File: config.mk
export PLATFORM = sky130hd
export DESIGN_NAME = pcfg_top
export DESIGN_NICKNAME = d
export VERILOG_FILES = /design/src/rtl/pcfg_pkg.sv /design/src/rtl/pcfg_capmap.sv /design/src/rtl/pcfg_top.sv
export SDC_FILE = /design/constraint.sdc
export NUM_CORES = 1
export LEC_CHECK = 0
export BUFFER_PORTS_ARGS = -buffer_cell sky130_fd_sc_hd__buf_2
export CAP_MARGIN = 20
export CORE_MARGIN = 2
export CORE_UTILIZATION = 59
export DETAILED_ROUTE_END_ITERATION = 16
export GPL_TIMING_DRIVEN = 1
export HOLD_SLACK_MARGIN = 0.03
export PLACE_DENSITY = 0.85
export SLEW_MARGIN = 20
export SYNTH_ARGS = -nofsm -noshare
export SYNTH_HDL_FRONTEND = slang
export SYNTH_SLANG_ARGS = --single-unit
File: constraint.sdc
create_clock -name aclk -period 4.9 [get_ports aclk]
set_input_delay 0.245 -clock aclk [delete_from_list [all_inputs] [get_ports aclk]]
set_output_delay 0.245 -clock aclk [all_outputs]
set_load 0.01 [all_outputs]
File: src/rtl/pcfg_pkg.sv
// Purpose: Shared constants for the capability constant bank
// Assumes: 32-bit AXI4-Lite register bus, one aligned word per register
// Notes:   Configuration space addresses are dword indices
package pcfg_pkg;

    // Register bus
    localparam int unsigned AXI_AW      = 8;
    localparam logic [7:0]  OFS_CTRL    = 8'h00;
    localparam logic [7:0]  OFS_PTR     = 8'h04;
    localparam logic [7:0]  OFS_DEVCAP  = 8'h08;
    localparam logic [7:0]  OFS_DEVCAP2 = 8'h0c;
    localparam logic [7:0]  OFS_LNKCAP  = 8'h10;
    localparam logic [7:0]  OFS_DSN_LO  = 8'h14;
    localparam logic [7:0]  OFS_DSN_HI  = 8'h18;
    localparam logic [7:0]  OFS_STAT    = 8'h1c;
    localparam logic [1:0]  RESP_OKAY   = 2'h0;
    localparam logic [1:0]  RESP_SLVERR = 2'h2;

    // Control word fields
    localparam int unsigned CTL_TERM    = 0;
    localparam int unsigned CTL_RO      = 1;
    localparam int unsigned CTL_MPS_LSB = 2;
    localparam int unsigned MPS_W       = 3;
    localparam int unsigned CTL_LW_LSB  = 5;
    localparam int unsigned LW_W        = 6;
    localparam int unsigned CTL_AER     = 11;
    localparam int unsigned CTL_V2      = 12;

    // Pointer word fields
    localparam int unsigned PTR_NXT_LSB = 0;
    localparam int unsigned NXT_W       = 8;
    localparam int unsigned PTR_EXT_LSB = 8;
    localparam int unsigned EXT_W       = 12;

    // Field widths of the constant words
    localparam int unsigned DEVCAP_W    = 25;
    localparam int unsigned DEVCAP2_W   = 5;
    localparam int unsigned LNKRSV_W    = 8;
    localparam int unsigned DSN_W       = 64;

    // Status word fields
    localparam int unsigned ST_CONFLICT = 0;
    localparam int unsigned ST_RB_LSB   = 1;
    localparam int unsigned ST_CPL_LSB  = 16;
    localparam int unsigned ST_USR_LSB  = 24;
    localparam int unsigned CNT_W       = 8;

    // Payload size codes: 0=128B ... 5=4KB
    localparam logic [2:0]  MPS_512B    = 3'h2;
    localparam logic [2:0]  MPS_MAX     = 3'h5;

    // Capability placement, dword indices and lengths; AER_BYTE in bytes
    localparam logic [9:0]  PCIE_DW     = 10'h018;
    localparam logic [9:0]  PCIE_LEN    = 10'h00a;
    localparam logic [9:0]  DSN_DW      = 10'h040;
    localparam logic [9:0]  DSN_LEN     = 10'h003;
    localparam logic [9:0]  AER_DW      = 10'h043;
    localparam logic [9:0]  AER_LEN     = 10'h00b;
    localparam logic [11:0] AER_BYTE    = 12'h10c;

    // Offsets inside structures
    localparam logic [9:0]  OF_DEVCAP   = 10'h001;
    localparam logic [9:0]  OF_DEVCTL   = 10'h002;
    localparam logic [9:0]  OF_LNKCAP   = 10'h003;
    localparam logic [9:0]  OF_DEVCAP2  = 10'h009;
    localparam logic [9:0]  OF_DSN_LO   = 10'h001;
    localparam logic [9:0]  OF_DSN_HI   = 10'h002;
    localparam logic [9:0]  OF_AER_UNC  = 10'h001;
    localparam logic [9:0]  OF_AER_COR  = 10'h004;
    localparam int unsigned DEVCTL_RO   = 4;

    // Identifiers and versions
    localparam logic [7:0]  CAPID_PCIE  = 8'h10;
    localparam logic [15:0] ECAP_DSN    = 16'h0003;
    localparam logic [15:0] ECAP_AER    = 16'h0001;
    localparam logic [3:0]  VER_PCIE_V2 = 4'h2;
    localparam logic [3:0]  VER_PCIE_V1 = 4'h1;
    localparam logic [3:0]  VER_DSN     = 4'h1;
    localparam logic [3:0]  VER_AER     = 4'h1;
    localparam logic [3:0]  LINK_SPEED  = 4'h1;

endpackage

File: src/rtl/pcfg_capmap.sv
// Purpose: Capability structure lookup by configuration dword index
// Assumes: All inputs on the same clock, pure combinational
// Notes:   Capability words are read only
`timescale 1ns/10ps
`default_nettype none
module pcfg_capmap (
    // Lookup
    input  wire logic [9:0]  dw,
    output logic             hit,
    output logic [31:0]      data,
    // Settings
    input  wire logic        v2,
    input  wire logic        ro_en,
    input  wire logic        aer_en,
    input  wire logic [2:0]  mps,
    input  wire logic [5:0]  link_w,
    input  wire logic [7:0]  next_ptr,
    input  wire logic [11:0] ext_ptr,
    input  wire logic [24:0] devcap,
    input  wire logic [4:0]  devcap2,
    input  wire logic [63:0] dsn,
    // Error state
    input  wire logic [31:0] aer_unc,
    input  wire logic [31:0] aer_cor
);

    function automatic logic in_rng(input logic [9:0] a, input logic [9:0] b,
                                    input logic [9:0] n);
        in_rng = (a >= b) && (a < 10'(b + n));
    endfunction

    wire        pcie_hit = in_rng(dw, pcfg_pkg::PCIE_DW, pcfg_pkg::PCIE_LEN);
    wire        dsn_hit  = in_rng(dw, pcfg_pkg::DSN_DW, pcfg_pkg::DSN_LEN);
    wire        aer_hit  = aer_en && in_rng(dw, pcfg_pkg::AER_DW, pcfg_pkg::AER_LEN);
    wire [9:0]  pcie_of  = dw - pcfg_pkg::PCIE_DW;
    wire [9:0]  dsn_of   = dw - pcfg_pkg::DSN_DW;
    wire [9:0]  aer_of   = dw - pcfg_pkg::AER_DW;
    wire [3:0]  pcie_ver = v2 ? pcfg_pkg::VER_PCIE_V2 : pcfg_pkg::VER_PCIE_V1;
    wire [11:0] dsn_next = aer_en ? pcfg_pkg::AER_BYTE : ext_ptr;

    // PCI Express structure words
    wire [31:0] pcie_d0 = {12'h000, pcie_ver, next_ptr, pcfg_pkg::CAPID_PCIE};
    wire [31:0] devcap_d = {4'h0, devcap, mps};
    wire [31:0] devctl_d = 32'(ro_en) << pcfg_pkg::DEVCTL_RO;
    wire [31:0] lnkcap_d = {14'h0000, 8'h00, link_w, pcfg_pkg::LINK_SPEED};
    wire [31:0] devcp2_d = {27'h0000000, devcap2};
    wire [31:0] pcie_d   = (pcie_of == 10'h000)             ? pcie_d0  :
                           (pcie_of == pcfg_pkg::OF_DEVCAP) ? devcap_d :
                           (pcie_of == pcfg_pkg::OF_DEVCTL) ? devctl_d :
                           (pcie_of == pcfg_pkg::OF_LNKCAP) ? lnkcap_d :
                           (pcie_of == pcfg_pkg::OF_DEVCAP2) ? devcp2_d : 32'h0;

    // Serial number structure words
    wire [31:0] dsn_d = (dsn_of == 10'h000) ? {dsn_next, pcfg_pkg::VER_DSN,
                                               pcfg_pkg::ECAP_DSN} :
                        (dsn_of == pcfg_pkg::OF_DSN_LO) ? dsn[31:0] :
                        (dsn_of == pcfg_pkg::OF_DSN_HI) ? dsn[63:32] : 32'h0;

    // Error reporting structure words
    wire [31:0] aer_d = (aer_of == 10'h000) ? {ext_ptr, pcfg_pkg::VER_AER,
                                               pcfg_pkg::ECAP_AER} :
                        (aer_of == pcfg_pkg::OF_AER_UNC) ? aer_unc :
                        (aer_of == pcfg_pkg::OF_AER_COR) ? aer_cor : 32'h0;

    assign hit  = pcie_hit || dsn_hit || aer_hit;
    assign data = pcie_hit ? pcie_d : dsn_hit ? dsn_d : aer_hit ? aer_d : 32'h0;

endmodule
`default_nettype wire

File: src/rtl/pcfg_top.sv
// Purpose: Capability constant bank with configuration request steering
// Assumes: Config requests arrive from link logic on aclk, one per pulse
// Notes:   Settings are software registers on AXI4-Lite
//
// What this block does
// - Next capability pointer resets to zero: no user standard capability.
// - Capability version reads 2 for revision 2.0, 1 for revision 1.1.
// - Payload size is advertised and sizes retry buffer, minimum 512B setting.
// - A 25-bit setting fills device capabilities bits 27 to 3.
// - Relaxed ordering setting changes only the advertised bit.
// - Configured maximum link width is advertised in link capabilities.
// - The 8-bit link capabilities 17 to 10 setting drives nothing.
// - A 5-bit setting fills device capabilities 2 bits 4 to 0.
// - Serial number capability reports version 1.
// - Serial number capability returns the configured 64-bit value.
// - Error reporting structure, when enabled, reports link and packet errors.
// - Error reporting capability reports version 1.
// - Terminate-all on: core completes every configuration request itself.
//
// Our own choices: the AXI4-Lite register port and the register offsets.
`timescale 1ns/10ps
`default_nettype none
module pcfg_top #(
    parameter logic        P_TERM     = 1'b1,
    parameter logic        P_RO       = 1'b1,
    parameter logic [2:0]  P_MPS      = 3'h0,
    parameter logic [5:0]  P_LINK_W   = 6'h01,
    parameter logic        P_AER      = 1'b1,
    parameter logic        P_V2       = 1'b1,
    parameter logic [7:0]  P_NEXT_PTR = 8'h00,
    parameter logic [11:0] P_EXT_PTR  = 12'h000,
    parameter logic [24:0] P_DEVCAP   = 25'h0000000,
    parameter logic [4:0]  P_DEVCAP2  = 5'h00,
    // Arbitrary serial number value
    parameter logic [63:0] P_DSN      = 64'h0123_4567_89ab_cdef
) (
    // Clock and reset
    input  wire logic        aclk,
    input  wire logic        aresetn,
    // AXI4-Lite write address
    input  wire logic [7:0]  s_axi_awaddr,
    input  wire logic [2:0]  s_axi_awprot,
    input  wire logic        s_axi_awvalid,
    output logic             s_axi_awready,
    // AXI4-Lite write data
    input  wire logic [31:0] s_axi_wdata,
    input  wire logic [3:0]  s_axi_wstrb,
    input  wire logic        s_axi_wvalid,
    output logic             s_axi_wready,
    // AXI4-Lite write response
    output logic [1:0]       s_axi_bresp,
    output logic             s_axi_bvalid,
    input  wire logic        s_axi_bready,
    // AXI4-Lite read address
    input  wire logic [7:0]  s_axi_araddr,
    input  wire logic [2:0]  s_axi_arprot,
    input  wire logic        s_axi_arvalid,
    output logic             s_axi_arready,
    // AXI4-Lite read data
    output logic [31:0]      s_axi_rdata,
    output logic [1:0]       s_axi_rresp,
    output logic             s_axi_rvalid,
    input  wire logic        s_axi_rready,
    // Configuration request from link
    input  wire logic        cfg_req_valid,
    input  wire logic [9:0]  cfg_req_dw,
    input  wire logic        cfg_req_wr,
    input  wire logic [31:0] cfg_req_wdata,
    // Core completion
    output logic             cfg_cpl_valid,
    output logic [31:0]      cfg_cpl_data,
    // Request forwarded to user logic
    output logic             usr_req_valid,
    output logic [9:0]       usr_req_dw,
    output logic             usr_req_wr,
    output logic [31:0]      usr_req_wdata,
    // Error status from link logic
    input  wire logic [31:0] aer_unc_status,
    input  wire logic [31:0] aer_cor_status,
    // Settings to the link layer
    output logic [2:0]       retry_buf_size,
    output logic [5:0]       link_width_adv,
    output logic             cap_conflict
);

    // Byte lane merge
    function automatic logic [31:0] merge(input logic [31:0] old, input logic [31:0] nw,
                                          input logic [3:0] strb);
        logic [31:0] r;
        r = old;
        for (int i = 0; i < 4; i++) begin
            if (strb[i]) begin
                r[8*i +: 8] = nw[8*i +: 8];
            end
        end
        merge = r;
    endfunction

    // Word aligned offset
    function automatic logic [7:0] word_of(input logic [7:0] a);
        word_of = {a[7:2], 2'b00};
    endfunction

    // Settings and request counters
    logic        term_q;
    logic        ro_q;
    logic [2:0]  mps_q;
    logic [5:0]  lw_q;
    logic        aer_q;
    logic        v2_q;
    logic [7:0]  nxt_q;
    logic [11:0] ext_q;
    logic [24:0] devcap_q;
    logic [4:0]  devcap2_q;
    logic [7:0]  lnkrsv_q;
    logic [63:0] dsn_q;
    logic [7:0]  cpl_cnt_q;
    logic [7:0]  usr_cnt_q;

    // Bus state
    logic        aw_full_q;
    logic        w_full_q;
    logic [7:0]  aw_addr_q;
    logic [31:0] w_data_q;
    logic [3:0]  w_strb_q;

    // Write channel control
    wire        aw_fire   = s_axi_awvalid && s_axi_awready;
    wire        w_fire    = s_axi_wvalid && s_axi_wready;
    wire        do_write  = aw_full_q && w_full_q && !s_axi_bvalid;
    wire        bvalid_d  = do_write || (s_axi_bvalid && !s_axi_bready);
    wire        aw_full_d = aw_fire || (aw_full_q && !do_write);
    wire        w_full_d  = w_fire || (w_full_q && !do_write);
    wire [7:0]  wa        = word_of(aw_addr_q);

    // Write decode
    wire        wr_ctrl   = do_write && (wa == pcfg_pkg::OFS_CTRL);
    wire        wr_ptr    = do_write && (wa == pcfg_pkg::OFS_PTR);
    wire        wr_dcap   = do_write && (wa == pcfg_pkg::OFS_DEVCAP);
    wire        wr_dcap2  = do_write && (wa == pcfg_pkg::OFS_DEVCAP2);
    wire        wr_lnk    = do_write && (wa == pcfg_pkg::OFS_LNKCAP);
    wire        wr_dsnlo  = do_write && (wa == pcfg_pkg::OFS_DSN_LO);
    wire        wr_dsnhi  = do_write && (wa == pcfg_pkg::OFS_DSN_HI);
    wire        wr_mapped = wr_ctrl || wr_ptr || wr_dcap || wr_dcap2 || wr_lnk ||
                            wr_dsnlo || wr_dsnhi || (wa == pcfg_pkg::OFS_STAT);

    // Register images
    wire [31:0] ctrl_rd   = (32'(term_q) << pcfg_pkg::CTL_TERM) |
                            (32'(ro_q) << pcfg_pkg::CTL_RO) |
                            (32'(mps_q) << pcfg_pkg::CTL_MPS_LSB) |
                            (32'(lw_q) << pcfg_pkg::CTL_LW_LSB) |
                            (32'(aer_q) << pcfg_pkg::CTL_AER) |
                            (32'(v2_q) << pcfg_pkg::CTL_V2);
    wire [31:0] ptr_rd    = (32'(nxt_q) << pcfg_pkg::PTR_NXT_LSB) |
                            (32'(ext_q) << pcfg_pkg::PTR_EXT_LSB);
    wire [31:0] stat_rd   = (32'(cap_conflict) << pcfg_pkg::ST_CONFLICT) |
                            (32'(retry_buf_size) << pcfg_pkg::ST_RB_LSB) |
                            (32'(cpl_cnt_q) << pcfg_pkg::ST_CPL_LSB) |
                            (32'(usr_cnt_q) << pcfg_pkg::ST_USR_LSB);

    // New field values after byte merge
    wire [31:0] ctrl_m    = merge(ctrl_rd, w_data_q, w_strb_q);
    wire [31:0] ptr_m     = merge(ptr_rd, w_data_q, w_strb_q);
    wire [31:0] dcap_m    = merge(32'(devcap_q), w_data_q, w_strb_q);
    wire [31:0] dcap2_m   = merge(32'(devcap2_q), w_data_q, w_strb_q);
    wire [31:0] lnk_m     = merge(32'(lnkrsv_q), w_data_q, w_strb_q);
    wire [31:0] dsnlo_m   = merge(dsn_q[31:0], w_data_q, w_strb_q);
    wire [31:0] dsnhi_m   = merge(dsn_q[63:32], w_data_q, w_strb_q);
    wire [2:0]  mps_w     = ctrl_m[pcfg_pkg::CTL_MPS_LSB +: pcfg_pkg::MPS_W];
    wire [2:0]  mps_clamp = (mps_w > pcfg_pkg::MPS_MAX) ? pcfg_pkg::MPS_MAX : mps_w;

    // Read channel
    wire        ar_fire   = s_axi_arvalid && s_axi_arready;
    wire        rvalid_d  = ar_fire || (s_axi_rvalid && !s_axi_rready);
    wire [7:0]  ra        = word_of(s_axi_araddr);
    wire        rd_hit    = (ra <= pcfg_pkg::OFS_STAT);
    wire [31:0] rd_word   = (ra == pcfg_pkg::OFS_CTRL)    ? ctrl_rd :
                            (ra == pcfg_pkg::OFS_PTR)     ? ptr_rd :
                            (ra == pcfg_pkg::OFS_DEVCAP)  ? 32'(devcap_q) :
                            (ra == pcfg_pkg::OFS_DEVCAP2) ? 32'(devcap2_q) :
                            (ra == pcfg_pkg::OFS_LNKCAP)  ? 32'(lnkrsv_q) :
                            (ra == pcfg_pkg::OFS_DSN_LO)  ? dsn_q[31:0] :
                            (ra == pcfg_pkg::OFS_DSN_HI)  ? dsn_q[63:32] :
                            (ra == pcfg_pkg::OFS_STAT)    ? stat_rd : 32'h0;

    // Configuration request steering
    wire        cap_hit;
    wire [31:0] cap_data;
    wire        core_owns = term_q || cap_hit;
    wire        to_core   = cfg_req_valid && core_owns;
    wire        to_user   = cfg_req_valid && !core_owns;
    wire [31:0] cpl_d     = cfg_req_wr ? 32'h0 : cap_data;
    wire        conflict  = term_q && ((nxt_q != 8'h00) || (ext_q != 12'h000));
    wire [2:0]  rb_d      = (mps_q < pcfg_pkg::MPS_512B) ? pcfg_pkg::MPS_512B : mps_q;

    pcfg_capmap u_capmap (
        .dw       (cfg_req_dw),
        .hit      (cap_hit),
        .data     (cap_data),
        .v2       (v2_q),
        .ro_en    (ro_q),
        .aer_en   (aer_q),
        .mps      (mps_q),
        .link_w   (lw_q),
        .next_ptr (nxt_q),
        .ext_ptr  (ext_q),
        .devcap   (devcap_q),
        .devcap2  (devcap2_q),
        .dsn      (dsn_q),
        .aer_unc  (aer_unc_status),
        .aer_cor  (aer_cor_status)
    );

    // Bus handshake
    always_ff @(posedge aclk) begin
        if (!aresetn) begin
            aw_full_q     <= 1'b0;
            w_full_q      <= 1'b0;
            aw_addr_q     <= 8'h00;
            w_data_q      <= 32'h0;
            w_strb_q      <= 4'h0;
            s_axi_awready <= 1'b0;
            s_axi_wready  <= 1'b0;
            s_axi_bvalid  <= 1'b0;
            s_axi_bresp   <= pcfg_pkg::RESP_OKAY;
            s_axi_arready <= 1'b0;
            s_axi_rvalid  <= 1'b0;
            s_axi_rdata   <= 32'h0;
            s_axi_rresp   <= pcfg_pkg::RESP_OKAY;
        end else begin
            aw_full_q     <= aw_full_d;
            w_full_q      <= w_full_d;
            s_axi_awready <= !aw_full_d && !bvalid_d;
            s_axi_wready  <= !w_full_d && !bvalid_d;
            s_axi_bvalid  <= bvalid_d;
            s_axi_arready <= !rvalid_d;
            s_axi_rvalid  <= rvalid_d;
            if (aw_fire) begin
                aw_addr_q <= s_axi_awaddr;
            end
            if (w_fire) begin
                w_data_q <= s_axi_wdata;
                w_strb_q <= s_axi_wstrb;
            end
            if (do_write) begin
                s_axi_bresp <= wr_mapped ? pcfg_pkg::RESP_OKAY : pcfg_pkg::RESP_SLVERR;
            end
            if (ar_fire) begin
                s_axi_rdata <= rd_word;
                s_axi_rresp <= rd_hit ? pcfg_pkg::RESP_OKAY : pcfg_pkg::RESP_SLVERR;
            end
        end
    end

    // Settings registers
    always_ff @(posedge aclk) begin
        if (!aresetn) begin
            term_q    <= P_TERM;
            ro_q      <= P_RO;
            mps_q     <= P_MPS;
            lw_q      <= P_LINK_W;
            aer_q     <= P_AER;
            v2_q      <= P_V2;
            nxt_q     <= P_NEXT_PTR;
            ext_q     <= P_EXT_PTR;
            devcap_q  <= P_DEVCAP;
            devcap2_q <= P_DEVCAP2;
            lnkrsv_q  <= 8'h00;
            dsn_q     <= P_DSN;
        end else begin
            if (wr_ctrl) begin
                term_q <= ctrl_m[pcfg_pkg::CTL_TERM];
                ro_q   <= ctrl_m[pcfg_pkg::CTL_RO];
                mps_q  <= mps_clamp;
                lw_q   <= ctrl_m[pcfg_pkg::CTL_LW_LSB +: pcfg_pkg::LW_W];
                aer_q  <= ctrl_m[pcfg_pkg::CTL_AER];
                v2_q   <= ctrl_m[pcfg_pkg::CTL_V2];
            end
            if (wr_ptr) begin
                nxt_q <= ptr_m[pcfg_pkg::PTR_NXT_LSB +: pcfg_pkg::NXT_W];
                ext_q <= ptr_m[pcfg_pkg::PTR_EXT_LSB +: pcfg_pkg::EXT_W];
            end
            if (wr_dcap) begin
                devcap_q <= dcap_m[pcfg_pkg::DEVCAP_W-1:0];
            end
            if (wr_dcap2) begin
                devcap2_q <= dcap2_m[pcfg_pkg::DEVCAP2_W-1:0];
            end
            if (wr_lnk) begin
                lnkrsv_q <= lnk_m[pcfg_pkg::LNKRSV_W-1:0];
            end
            if (wr_dsnlo) begin
                dsn_q[31:0] <= dsnlo_m;
            end
            if (wr_dsnhi) begin
                dsn_q[63:32] <= dsnhi_m;
            end
        end
    end

    // Request steering and status outputs
    always_ff @(posedge aclk) begin
        if (!aresetn) begin
            cfg_cpl_valid  <= 1'b0;
            cfg_cpl_data   <= 32'h0;
            usr_req_valid  <= 1'b0;
            usr_req_dw     <= 10'h000;
            usr_req_wr     <= 1'b0;
            usr_req_wdata  <= 32'h0;
            cpl_cnt_q      <= 8'h00;
            usr_cnt_q      <= 8'h00;
            retry_buf_size <= pcfg_pkg::MPS_512B;
            link_width_adv <= 6'h00;
            cap_conflict   <= 1'b0;
        end else begin
            cfg_cpl_valid  <= to_core;
            usr_req_valid  <= to_user;
            retry_buf_size <= rb_d;
            link_width_adv <= lw_q;
            cap_conflict   <= conflict;
            if (to_core) begin
                cfg_cpl_data <= cpl_d;
                cpl_cnt_q    <= cpl_cnt_q + 8'h01;
            end
            if (to_user) begin
                usr_req_dw    <= cfg_req_dw;
                usr_req_wr    <= cfg_req_wr;
                usr_req_wdata <= cfg_req_wdata;
                usr_cnt_q     <= usr_cnt_q + 8'h01;
            end
        end
    end

endmodule
`default_nettype wire

# Word-level counts from Yosys, hierarchy flattened
# Index checks and enable logic that the tools add are counted.
# classes
n_addsub,5
order_cmp,9
eq_ne,22
muxes,33
bitwise,10
reduce_logical,71
# ops
operator,n
two-way mux 32 bit,22
== test 6 x 3 -> 1 bit (second input constant),8
bitwise OR 24 x 32 -> 32 bit,1
== test 10 x 1 -> 1 bit (second input constant),3
== test 10 x 2 -> 1 bit (second input constant),3
zero test 10 bit,3
AND reduction 2 bit,14
logical AND 1 bit,25
== test 6 x 2 -> 1 bit (second input constant),4
two-way mux 8 bit,3
bitwise OR 4 x 24 -> 24 bit,1
greater-or-equal comparator 10 x 7 -> 1 bit (second input constant),2
< comparator 10 x 7 -> 1 bit (second input constant),2
bitwise OR 8 x 20 -> 20 bit,1
subtractor 10 x 7 -> 10 bit (second input constant),2
adder 8 x 1 -> 8 bit (second input constant),2
zero test 8 bit,2
logical OR 1 bit,15
bitwise OR 12 x 13 -> 13 bit,1
== test 6 x 1 -> 1 bit (second input constant),2
two-way mux 12 bit,1
bitwise OR 11 x 12 -> 12 bit,1
nonzero test 12 bit,1
bitwise OR 5 x 11 -> 11 bit,1
other kinds (19),30
# totals
ff_bits,325
input_bits,173
output_inout_bits,128
word_cells,196

# Logic depth before layout (Yosys ltp)
# Gate-level depths: netlist of the first run.
# logic_depth
depth_word,11
ltp_mapped,11

# Cells and area by module
# Synthesis of the first run repeated with hierarchy kept, for this count alone.
# hier_totals
cells_unflattened,1710
hier_area_um2,15024.4
# modules_own_cells
module,instances,cells_each,area_each_um2,seq_area_each_um2
pcfg_top,1,1420,13042.5,6426.2
pcfg_capmap,1,290,1981.9,0.0

# Least setup slack after synthesis of the first run
# OpenSTA, ideal clock, no wires.
# synth_timing
path_type,input port to flip-flop
start,input port cfg_req_dw[3]
end,register cfg_cpl_data[16]
arrival_time_ps,2013
required_ps,4783
path_slack_ps,2769
path_stages,10
path_buffers,2
path_cell_list,buf_2 -> inv_1 -> ha_1 -> nor3_1 -> o21ai_0 -> a21oi_1 -> clkbuf_1 -> a41oi_1 -> o21bai_1 -> a32o_1
# synth_via
elab_chain_len,9
elab_cells_between_ends,39
classes_between,3 x add/sub; 6 x order compare; 6 x eq/ne; 13 x mux; 11 x reduce/logical
# synth_rtl
element,line,source
"start, declared",pcfg_top.sv:66,"input wire logic [9:0] cfg_req_dw,"
subtractor 10 x 7 -> 10 bit,pcfg_capmap.sv:37,wire [9:0] aer_of = dw - pcfg_pkg::AER_DW;
== test 10 x 3 -> 1 bit,pcfg_capmap.sv:63,(aer_of == pcfg_pkg::OF_AER_COR) ? aer_cor : 32'h0;
two-way mux 32 bit,pcfg_capmap.sv:63,
two-way mux 32 bit,pcfg_capmap.sv:62,(aer_of == pcfg_pkg::OF_AER_UNC) ? aer_unc :
two-way mux 32 bit,pcfg_capmap.sv:60,"wire [31:0] aer_d = (aer_of == 10'h000) ? {ext_ptr, pcfg_pkg::VER_AER,"
two-way mux 32 bit (3 in a row),pcfg_capmap.sv:66,assign data = pcie_hit ? pcie_d : dsn_hit ? dsn_d : aer_hit ? aer_d : 32'h0;
two-way mux 32 bit,pcfg_top.sv:192,wire [31:0] cpl_d = cfg_req_wr ? 32'h0 : cap_data;
"end signal, assigned",pcfg_top.sv:322,cfg_cpl_data <= cpl_d;
"end, declared",pcfg_top.sv:71,"output logic [31:0] cfg_cpl_data,"
# Several ways; a longest one is shown, not always the timed one.
# A chain may end at the register's enable or synchronous reset.

# Worst setup path in the final report of the first run
# layout_timing
start,input port cfg_req_dw[1]
end,register usr_req_wdata[5]
# layout_via
elab_chain_len,7
elab_cells_between_ends,15
classes_between,6 x order compare; 9 x reduce/logical
# layout_rtl
element,line,source
greater-or-equal comparator 10 x 5 -> 1 bit (tied with other cells),pcfg_capmap.sv:29,in_rng = (a >= b) && (a < 10'(b + n));
logical AND 1 bit,pcfg_capmap.sv:29,
logical OR 1 bit or logical AND 1 bit (tied branches),"pcfg_capmap.sv:65, pcfg_capmap.sv:34",
logical OR 1 bit (*),pcfg_capmap.sv:65,assign hit = pcie_hit || dsn_hit || aer_hit;
logical OR 1 bit (*),pcfg_top.sv:189,wire core_owns = term_q || cap_hit;
zero test 1 bit (*),pcfg_top.sv:191,wire to_user = cfg_req_valid && !core_owns;
logical AND 1 bit (*),pcfg_top.sv:191,
"end signal, assigned",pcfg_top.sv:328,usr_req_wdata <= cfg_req_wdata;
"end, declared",pcfg_top.sv:76,"output logic [31:0] usr_req_wdata,"
# Mark *: on every way between the ends. The rest lies on a longest branch, timed or not.

==> results of run 1 <==
-- layer usage --
layer | track usage (%) | up-vias
li1 | - | 7106
met1 | 53.9 | 7407
met2 | 62.8 | 1150
met3 | 10.2 | 174
met4 | 15.9 | 2
met5 | 0 | -
-- power by group through the flow --
stage / Sequential (mW) / Clock, mW / Combinational, mW
global placement: 2.74 / 0 / 0.395
detailed placement: 2.74 / 0 / 0.402
global route: 2.69 / 2.57 / 0.508
CTS: 2.69 / 2.46 / 0.457
finish: 2.69 / 2.46 / 0.482
floorplan: 2.73 / 0 / 0.242
-- cells by family (layout without fill, tap and decap cells) --
family	after synthesis	in the layout	share of synthesized area [%]
other	1	3	0.0256
buffers and inverters	167	467	4.94
adder cells (fa/ha/maj)	4	4	0.342
multiplexers	59	59	4.72
AO/OA/AOI/OAI	502	502	21.8
AND/OR/NAND/NOR	764	764	23.7
flip-flops	321	321	43.9
XOR/XNOR	11	11	0.658
-- cell usage in the layout, fill, tap and decap left out, types with 31 or more instances in the layout --
| cell | instances |
|---|---|
| a21oi_1 | 238 |
| a22oi_1 | 65 |
| buf_2 | 288 |
| clkbuf_16 | 31 |
| dfxtp_1 | 321 |
| dlygate4sd3_1 | 87 |
| mux2i_1 | 42 |
| nand2_1 | 359 |
| nand3_1 | 163 |
| nor2_1 | 109 |
| o21ai_0 | 46 |
-- critical path, cell delays in order --
cell and delay, ns:
buf_2 0.54, nor2_2 0.27, a311oi_1 0.59, or2_1 0.84, and3_2 0.97, nand2_1 0.20, a21oi_1 0.20
-- flip-flops by register name (all words and copies together), names as in the netlist, 6 cells and up --
signal          count
devcap_q           25
aw_addr_q           6
usr_req_dw         10
cfg_cpl_data       32
dsn_q              64
s_axi_rdata        32
cpl_cnt_q           8
lw_q                6
link_width_adv      6
usr_cnt_q           8
lnkrsv_q            8
w_data_q           32
usr_req_wdata      32
ext_q              12
nxt_q               8
-- through the flow --
stage                     area [um2]  total power [mW]
after floorplan                14600              2.97
after CTS                      18000              5.60
after global routing           18000              5.77
after detailed placement       16000              3.15
final                          18000              5.63
after global placement         16000              3.14
-- worst min-delay path by stage --
stage | start | to
2_1_floorplan | s_axi_wdata[25] | w_data_q[25]
3_3_place_gp | cfg_cpl_data[8] | cfg_cpl_data[8]
3_5_place_dp | cfg_cpl_data[9] | cfg_cpl_data[9]
4_1_cts | cfg_req_dw[5] | usr_req_dw[5]
5_1_grt | cfg_req_dw[4] | usr_req_dw[4]
6_report | cfg_req_dw[5] | usr_req_dw[5]
-- cell type report --
class | instances | area [um2]
flip-flops and latches | 321 | 6430
well taps | 324 | 405
clock inverters | 13 | 150
clock buffers | 44 | 895
multi-input cells | 1342 | 7540
fillers | 1829 | 6330
inverters | 9 | 38.8
diodes | 1 | 2.50
repair buffers | 401 | 2530
-- what timing repair did --
action                                  in CTS  in global routing
hold buffers                                87                  0
hold endpoints to repair                    81                  0
setup buffers                                0                  0
endpoints found under the setup margin       0                  0
==> results by group, run 1 <==
Status
  – Status: finished, final reports clean

Timing
  – Max-slew violations: 0
  – Slew @ Worst Pin: 1.17 ns
  – WHS: 0.0556 ns
  – Skew final: ~0.0094 ns
  – Post-route setup TNS: 0 ns
  – Worst Slack Setup Final: 1.51 ns
  – Final Hold Viols: 0
  – Rel. slew slack: 21.9%
  – Unrepaired setup endpoints after global routing: no
  – Tcrit/Tclk final: between 60% and 70%
  – Setup-failing EPs final: 0
  – Peak Freq: 0.295 GHz
  – Final min period: 3.39 ns

Setup path
  – Critical Path Source Type: input pin
  – Crit path kind: in2reg
  – Reg2reg path depth: 6
  – CP endpoint kind: register
  – R2R Path End: cpl_cnt_q[6]
  – CP Max Fanout: 47
  – Required @ worst endpoint: 5.39 ns
  – Internal reg-to-reg setup slack: ~1.7 ns
  – Crit path to: usr_req_wdata[5]
  – Worst Setup SP: cfg_req_dw[1]
  – Reg-to-Reg Start: aer_q
  – Worst Path Arrival: 3.88 ns

Global route
  – Largest net degree at the start of global routing: approximately 220
  – Number of global-route vias before repair: 14300
  – First-pass GRT wire length: 82.7 mm
  – GR Overflow Total: 0
  – Overall Global Routing Usage: 40.3%
  – Initial antenna violation count: 2

Min path
  – Hold Path Class: in2reg
  – Hold depth: 3

Pwr
  – Max VDD drop: 277 uV
  – Clock power share: 43.7%
  – Internal power: approximately 4.3 mW
  – Combinational power share: 8.6%
  – Switching pwr: about 1.4 mW
  – Leak: 7.02 nW
  – PwrDens: 313 nW/um2
  – Switching portion of total power: 24.5%
  – Sequential share of power: a little under half

Synthesis
  – Count leader, synth: nand2_1
  – Synth cell count leaders: 360 x nand2_1, 321 x dfxtp_1, 238 x a21oi_1
  – Post-synth ARST share: 0%
  – Seq/Total Area, Yosys: 43.9%
  – Largest area contributor in the netlist: dfxtp_1
  – Netlist cell types: just over 80
  – Post-Synthesis Cells: about 1800
  – Post-synth EDFFs: 0
  – Ranking of synthesized cells by area: dfxtp_1 44%, nand2_1 9.2%, a21oi_1 8.1%
  – Synth warn: 0
  – Mapped Avg Cell Area: 8.01 um2
  – Synth Register Bits: roughly 320
  – Main synth FF type: dfxtp_1
  – Area of the mapped netlist: 14600 um2
  – Top cell type's share of synthesized area: between 40% and 50%

Layout
  – Share of layout cells above drive strength 1: about a fifth
  – Synth-to-Final Area Change: 22.9%
  – NumNets Final: 2283
  – Final core utilization: 74.0%
  – Post-route non-filler standard cell count: 2455

Place
  – Gpl congestion: 1.01
  – Port Buffer Count: about 290
  – Placement Setup Slack: 1.11 ns
  – Placed cells: 2308
  – HPWL after DPL: 37.2 mm

Clock network
  – CTS tree: done
  – Clk buf depth: 3
  – Clock root buffer: clkbuf_16
  – Reg clk slew, reported paths: about 0.07 ns
  – Clock H-tree levels: 1
  – Post-CTS sizing: 0
  – Clk Latency, worst-skew pair: 0.57 ns
  – TritonCTS Buffers: 31
  – Clk sinks: 321

Detailed routing
  – Met2 WL: between 20 and 25 mm
  – M1 WL: approximately 21 mm
  – Top Metal Used: met5
  – Pre-antenna DRT Iters: 8
  – DRT Wirelength: 55.3 mm
  – WL/cell: about 23 um
  – Via count: 15800
  – Initial DRC count: 2405
  – Drc violations: 0
  – Met3 WL: between 7 and 8 mm
  – Antenna Violating Nets Remaining: 0
  – Routed vias/inst: 6.45

Die
  – DIE AREA: 26100 um2
  – Row cnt: 57
  – Core area: 24300 um2
  – Die W: 162 um
  – # IOs: roughly 300
  – Die height: between 150 and 200 um
  – Initial Util: 60.2%

Run
  – Max-cap violations: 0
Note: power is estimated with default switching activity, not from simulation.
==> run 2, diff against run 1 <==
Settings changed: ABC_AREA from default to 1, CORE_UTILIZATION 59 to 50, PLACE_DENSITY 0.85 to 0.77.
Clock period 4.9 ns to 3.11 ns, I/O delays scaled along.
==> results by group, run 2 <==
Global route
  – Met2 GRT Util: 54.9% (-7.9 points)
  – Number of global-route vias before repair: 15200 (+6.1%)
  – GR Overflow Total: 0 (unchanged)
  – Largest net degree at the start of global routing: 212 (-2.8%)
  – Initial antenna violation count: 1 (-1)
  – First-pass GRT wire length: 84.5 mm (+2.1%)
  – Layer with the highest usage: met2
  – GR Layer Usage met3: 7.52% (-2.7 points)
  – Overall Global Routing Usage: 34.8% (-5.6 points)
  – M1 GR Usage: 47.4% (-6.4 points)

Detailed routing
  – Drc violations: 0 (unchanged)
  – WL/cell: 19.3 um (-14%)
  – Pre-antenna DRT Iters: 6 (-2)
  – Via count: 16200 (+2.5%)
  – Initial DRC count: 1777 (-26%)
  – Routed vias/inst: 5.68 (-12%)
  – DRT Wirelength: 55.3 mm (about the same)
  – Antenna Violating Nets Remaining: 0 (unchanged)

Layout
  – Reg area: 6430 um2 (unchanged)
  – Max reg flops: 64 (unchanged)
  – Post-route cell area: 18600 um2 (+3.2%)
  – Most frequent cells in the layout: 342 x nand2_1, 321 x dfxtp_1, 287 x buf_2
  – Final core utilization: 63.1% (-11 points)
  – Filler cells: 2692 (+47%)
  – Footprint of the multi-input gates: 6920 um2 (-8.3%)
  – N_diodes: 0 (-1)
  – Commonest non-fill, non-tap cell in the layout: nand2_1
  – NumNets Final: 2621 (+15%)
  – Biggest register: dsn_q
  – Share of layout cells above drive strength 1: 17.0% (-2.2 points)
  – Synth-to-Final Area Change: 25.3%

Min path
  – Hold Path Class: in2reg
  – Hold Crit Start: cfg_req_dw[2]

Pwr
  – Leak: 8.16 nW (+16%)
  – PwrDens: 491 nW/um2 (+57%)
  – Max VDD drop: 391 uV (+41%)

Timing
  – Post-route setup TNS: 0 ns (unchanged)
  – Max-slew violations: 0 (unchanged)
  – Peak Freq: approximately 0.37 GHz
  – Final Hold Viols: 0 (unchanged)
  – Final min period: ~2.7 ns
  – Setup-failing EPs final: 0 (unchanged)
  – Rel. slew slack: 42.5% (+21 points)
  – Skew final: 0.0126 ns (+0.00322 ns)
  – Slew @ Worst Pin: 0.861 ns (-0.310 ns)
  – Unrepaired setup endpoints after global routing: no
  – Tcrit/Tclk final: 87.5%

Clock network
  – TritonCTS Buffers: 35 (+13%)
  – Clk sinks: 321 (unchanged)
  – Hold Buf Count CTS: 84 (-3.4%)
  – Reg clk slew, reported paths: 0.06 ns (about the same)
  – Post-CTS Setup Repair Bufs: 0 (unchanged)
  – Clk Latency, worst-skew pair: 0.52 ns (-0.05 ns)
  – Clock root buffer: clkbuf_16
  – Clock H-tree levels: 2 (+1)
  – CTS tree: done
  – Clk buf depth: 3 (unchanged)
  – Post-CTS sizing: 0 (unchanged)

Die
  – Core area: 29400 um2 (+21%)
  – Die height: 176 um (+9.0%)
  – Die W: 176 um (+9.0%)
  – Row cnt: 63 (+11%)
  – Initial Util: 50.4% (-9.8 points)
  – DIE AREA: 31000 um2 (+19%)
  – # IOs: 301 (unchanged)

Synthesis
  – Mapped Avg Cell Area: 7.02 um2 (-12%)
  – Synth warn: 0 (unchanged)
  – Largest area contributor in the netlist: dfxtp_1
  – Netlist cell types: 45 (-45%)
  – Synth Register Bits: 321 (unchanged)
  – Count leader, synth: nand2_1
  – Post-synth ARST share: 0% (unchanged)
  – Seq/Total Area, Yosys: 43.4% (-0.51 points)
  – Top cell type's share of synthesized area: 43.4% (-0.51 points)
  – Synth cell count leaders: 343 x nand2_1, 321 x dfxtp_1, 274 x a21oi_1
  – Area of the mapped netlist: 14800 um2 (+1.2%)
  – Post-synth EDFFs: 0 (unchanged)
  – Post-Synthesis Cells: 2110 (+15%)
  – Main synth FF type: dfxtp_1
  – Ranking of synthesized cells by area: dfxtp_1 43%, a21oi_1 9.3%, o21ai_0 8.8%

Place
  – Gpl congestion: 0.978 (-3.2%)
  – HPWL after DPL: 39.3 mm (+5.8%)
  – Placed cell areas: 16600 um2 (+3.4%)
  – Port Buffer Count: 288 (unchanged)

Setup path
  – Required @ worst endpoint: 3.54 ns (-1.85 ns)
  – Internal reg-to-reg setup slack: 0.53 ns (-1.18 ns)
  – Crit path kind: in2reg
  – CP endpoint kind: register
  – Worst Setup SP: cfg_req_dw[3]
  – Reg-to-Reg Start: s_axi_arready
  – Critical Path Source Type: input pin
  – CP Max Fanout: 31 (-34%)
  – Worst Path Arrival: 3.15 ns (-0.73 ns)

Run
  – Max-cap violations: 0 (unchanged)

Status
  – Status: finished, final reports clean
-- run 2: path summary, 6_finish.rpt --
path	end	depth (start not counted)
worst max-delay path	cfg_cpl_data[5]	16
worst min-delay path	usr_req_dw[2]	3
worst min register to register	link_width_adv[2]	2
worst max register to register	s_axi_rresp[1]	5
-- run 2: critical path, stage by stage --
cell and delay [ns]:
dlygate4sd3_1 0.55, buf_2 0.19, inv_2 0.11, ha_1 0.18
inv_1 0.04, nand2_1 0.05, nand2_1 0.08, nor2_4 0.40
nand2_2 0.14, nor2_4 0.51, nand2_1 0.14, o21ai_0 0.13
nand2_1 0.12, nand3_1 0.10, nand3_1 0.11, a21oi_1 0.14
-- run 2: through the flow --
step	hold slack, ns	total power [mW]	worst slack [ns]	std cells
3_3_place_gp	0.377	4.95	0.564	2713
3_5_place_dp	0.382	4.96	0.476	2713
5_1_grt	0.0613	9.40	0.0958	2859
6_report	0.0554	9.11	0.389	2859
4_1_cts	0.0410	9.11	0.432	2859
2_1_floorplan	0.290	4.66	1.29	2111
-- run 2: layout make-up --
cell class / count / share of cell area, %
Sequential cell: 321 / 34.6
Inverter: 262 / 5.30
Timing Repair Buffer: 412 / 14.1
Multi-Input combinational cell: 1412 / 37.3
Clock inverter: 11 / 0.660
Tap cell: 390 / 2.63
Clock buffer: 51 / 5.42
-- run 2: kinds of logic (layout without fill, tap and decap cells) --
family          Yosys count  in the layout  share of synthesized area, %
other cells               1              2                        0.0253
buf+inv                 378            736                          10.0
fa+ha+maj                 4              4                         0.338
flops                   321            321                          43.4
xor+xnor                  1              1                        0.0591
compound gates          675            675                          25.3
simple gates            730            730                          20.9
-- run 2: power by group --
part | total, mW | leakage, nW | switching [mW] | internal (mW)
Sequential | 4.26 | 2.60 | 0.0818 | 4.18
Clock | 4.14 | 0.554 | 1.71 | 2.43
Combinational | 0.709 | 5.01 | 0.429 | 0.279
-- run 2: layer usage --
layer  routed length (um)  vias up
met5                    0        -
met4                 1680        0
met2                24300      904
met1                23400     7475
met3                 5950      116
li1                     -     7738
==> run 3, diff against run 2 <==
==> constraint.sdc (replaced) <==
create_clock -name aclk -period 3.11 [get_ports aclk]
set_input_delay 0.4665 -clock aclk [delete_from_list [all_inputs] [get_ports aclk]]
set_output_delay 0.4665 -clock aclk [all_outputs]
set_load 0.01 [all_outputs]
==> results by group, run 3 (synthesis gave the netlist of run 2 again) <==
Global route
  – Number of global-route vias before repair: 14600 (-3.8%)
  – GR Overflow Total: 0 (unchanged)
  – Overall Global Routing Usage: 33.1% (-1.6 points)
  – Largest net degree at the start of global routing: 212 (unchanged)
  – Initial antenna violation count: 1 (unchanged)
  – First-pass GRT wire length: 80.7 mm (-4.4%)

Place
  – Placed cells: 2728 (+0.55%)
  – Port Buffer Count: 288 (unchanged)
  – Gpl congestion: 0.980 (+0.24%)
  – Placed cell areas: 16700 um2 (+0.83%)
  – HPWL after DPL: 39.2 mm (-0.27%)

Clock network
  – Reg clk slew, reported paths: 0.06 ns (about the same)
  – Post-CTS sizing: 0 (unchanged)
  – Hold Buf Count CTS: 0 (-100%)
  – Clk sinks: 321 (unchanged)
  – Post-CTS Setup Repair Bufs: 0 (unchanged)
  – Clock H-tree levels: 2 (unchanged)
  – TritonCTS Buffers: 35 (unchanged)
  – Clk buf depth: 3 (unchanged)
  – Clock root buffer: clkbuf_16
  – Clk Latency, worst-skew pair: 0.52 ns (about the same)
  – CTS tree: done

Layout
  – Final core utilization: 60.8% (-2.3 points)
  – Synth-to-Final Area Change: 20.6%
  – Most frequent cells in the layout: 342 x nand2_1, 321 x dfxtp_1, 287 x buf_2
  – NumNets Final: 2552 (-2.6%)
  – Filler cells: 2800 (+4.0%)
  – Footprint of the multi-input gates: 6920 um2 (unchanged)
  – Biggest register: dsn_q
  – Commonest non-fill, non-tap cell in the layout: nand2_1
  – Max reg flops: 64 (unchanged)
  – Post-route cell area: 17900 um2 (-3.7%)
  – Post-route non-filler standard cell count: 2789 (-2.4%)
  – Reg area: 6430 um2 (unchanged)
  – Share of layout cells above drive strength 1: 18.4% (+1.4 points)

Run
  – Max-cap violations: 0 (unchanged)

Detailed routing
  – Routed vias/inst: 5.70 (+0.35%)
  – Pre-antenna DRT Iters: 8 (+2)
  – Initial DRC count: 1619 (-8.9%)
  – Antenna Violating Nets Remaining: 0 (unchanged)
  – Via count: 15900 (-2.1%)
  – Drc violations: 0 (unchanged)
  – WL/cell: 18.9 um (-2.3%)
  – DRT Wirelength: 52.7 mm (-4.6%)

Pwr
  – PwrDens: 504 nW/um2 (+2.7%)
  – Max VDD drop: 406 uV (+3.8%)
  – Total Power: 9.01 mW (-1.1%)
  – Leak: 7.91 nW (-3.2%)

Timing
  – Setup-failing EPs final: 0 (unchanged)
  – Slew @ Worst Pin: 0.901 ns (+0.0402 ns)
  – Skew final: 0.0167 ns (+0.00410 ns)
  – Rel. slew slack: 39.9% (-2.5 points)
  – Tcrit/Tclk final: 74.3% (-13 points)
  – Peak Freq: 0.433 GHz (+18%)
  – Max-slew violations: 0 (unchanged)
  – Final min period: 2.31 ns (-0.411 ns)
  – Post-route setup TNS: 0 ns (unchanged)
  – Final Hold Viols: 0 (unchanged)
  – Unrepaired setup endpoints after global routing: no

Die
  – Die W: 176 um (unchanged)
  – Die height: 176 um (unchanged)
  – Row cnt: 63 (unchanged)
  – DIE AREA: 31000 um2 (unchanged)
  – Core area: 29400 um2 (unchanged)
  – # IOs: 301 (unchanged)
  – Initial Util: 50.4% (unchanged)

Setup path
  – Worst Path Arrival: 2.71 ns (-0.44 ns)
  – Required @ worst endpoint: 3.51 ns (-0.03 ns)
  – Crit path kind: in2reg
  – CP Max Fanout: 10 (-68%)
  – Critical Path Source Type: input pin
  – Internal reg-to-reg setup slack: 0.81 ns (+0.28 ns)
  – CP endpoint kind: register

Status
  – Status: finished, final reports clean

Min path
  – Hold Path Class: in2reg
## run 3: cell types whose count changed in the layout (fill, tap and decap cells not counted), sizes merged
cell         delta
buf            +15
bufinv          -1
clkbuf          -5
clkinv          +1
clkinvlp        +2
diode           +1
dlygate4sd3    -84
inv             +1
## run 3: cell type report
class	count	share of cell area, %
diodes	1	0.0140
clock buffers	46	5.69
clock inverters	14	0.679
inverters	262	5.51
multi-input cells	1412	38.7
flip-flops and latches	321	35.9
well taps	390	2.73
repair buffers	343	10.7
## run 3: stage by stage
step,hold slack [ns],setup WS (ns)
after floorplan,0.403,1.14
after global placement,0.412,0.406
after detailed placement,0.416,0.374
after CTS,0.149,0.881
after global routing,0.163,0.579
final,0.163,0.800
## run 3: per-layer routing
layer	vias up	global-route usage, %	part of all wire (%)
li1	7606	-	-
met1	7273	45.7	42
met2	897	51.3	43
met3	115	7.00	12
met4	0	12.0	3.4
met5	-	0	0
## run 3: final timing paths
path | startpoint | end | depth (start not counted)
setup / recovery | cfg_req_dw[7] | cpl_cnt_q[6] | 11
hold / removal | cfg_req_wdata[13] | usr_req_wdata[13] | 3
setup reg to reg | aer_q | cpl_cnt_q[6] | 9
hold reg to reg | lw_q[2] | link_width_adv[2] | 2
## run 3: power breakdown
| part | switching [mW] | internal (mW) |
|---|---|---|
| clock network | 1.72 | 2.40 |
| logic | 0.410 | 0.215 |
| registers | 0.0799 | 4.18 |
## run 3: critical path, cell delays in order
cell and delay [ns]:
buf_2 0.18, nor2_1 0.25, nand2_1 0.14, nor2_1 0.14, nand3_2 0.17, nand3_1 0.27
nand2_1 0.32, inv_1 0.39, nand4_1 0.16, o21ai_0 0.17, a21oi_1 0.05
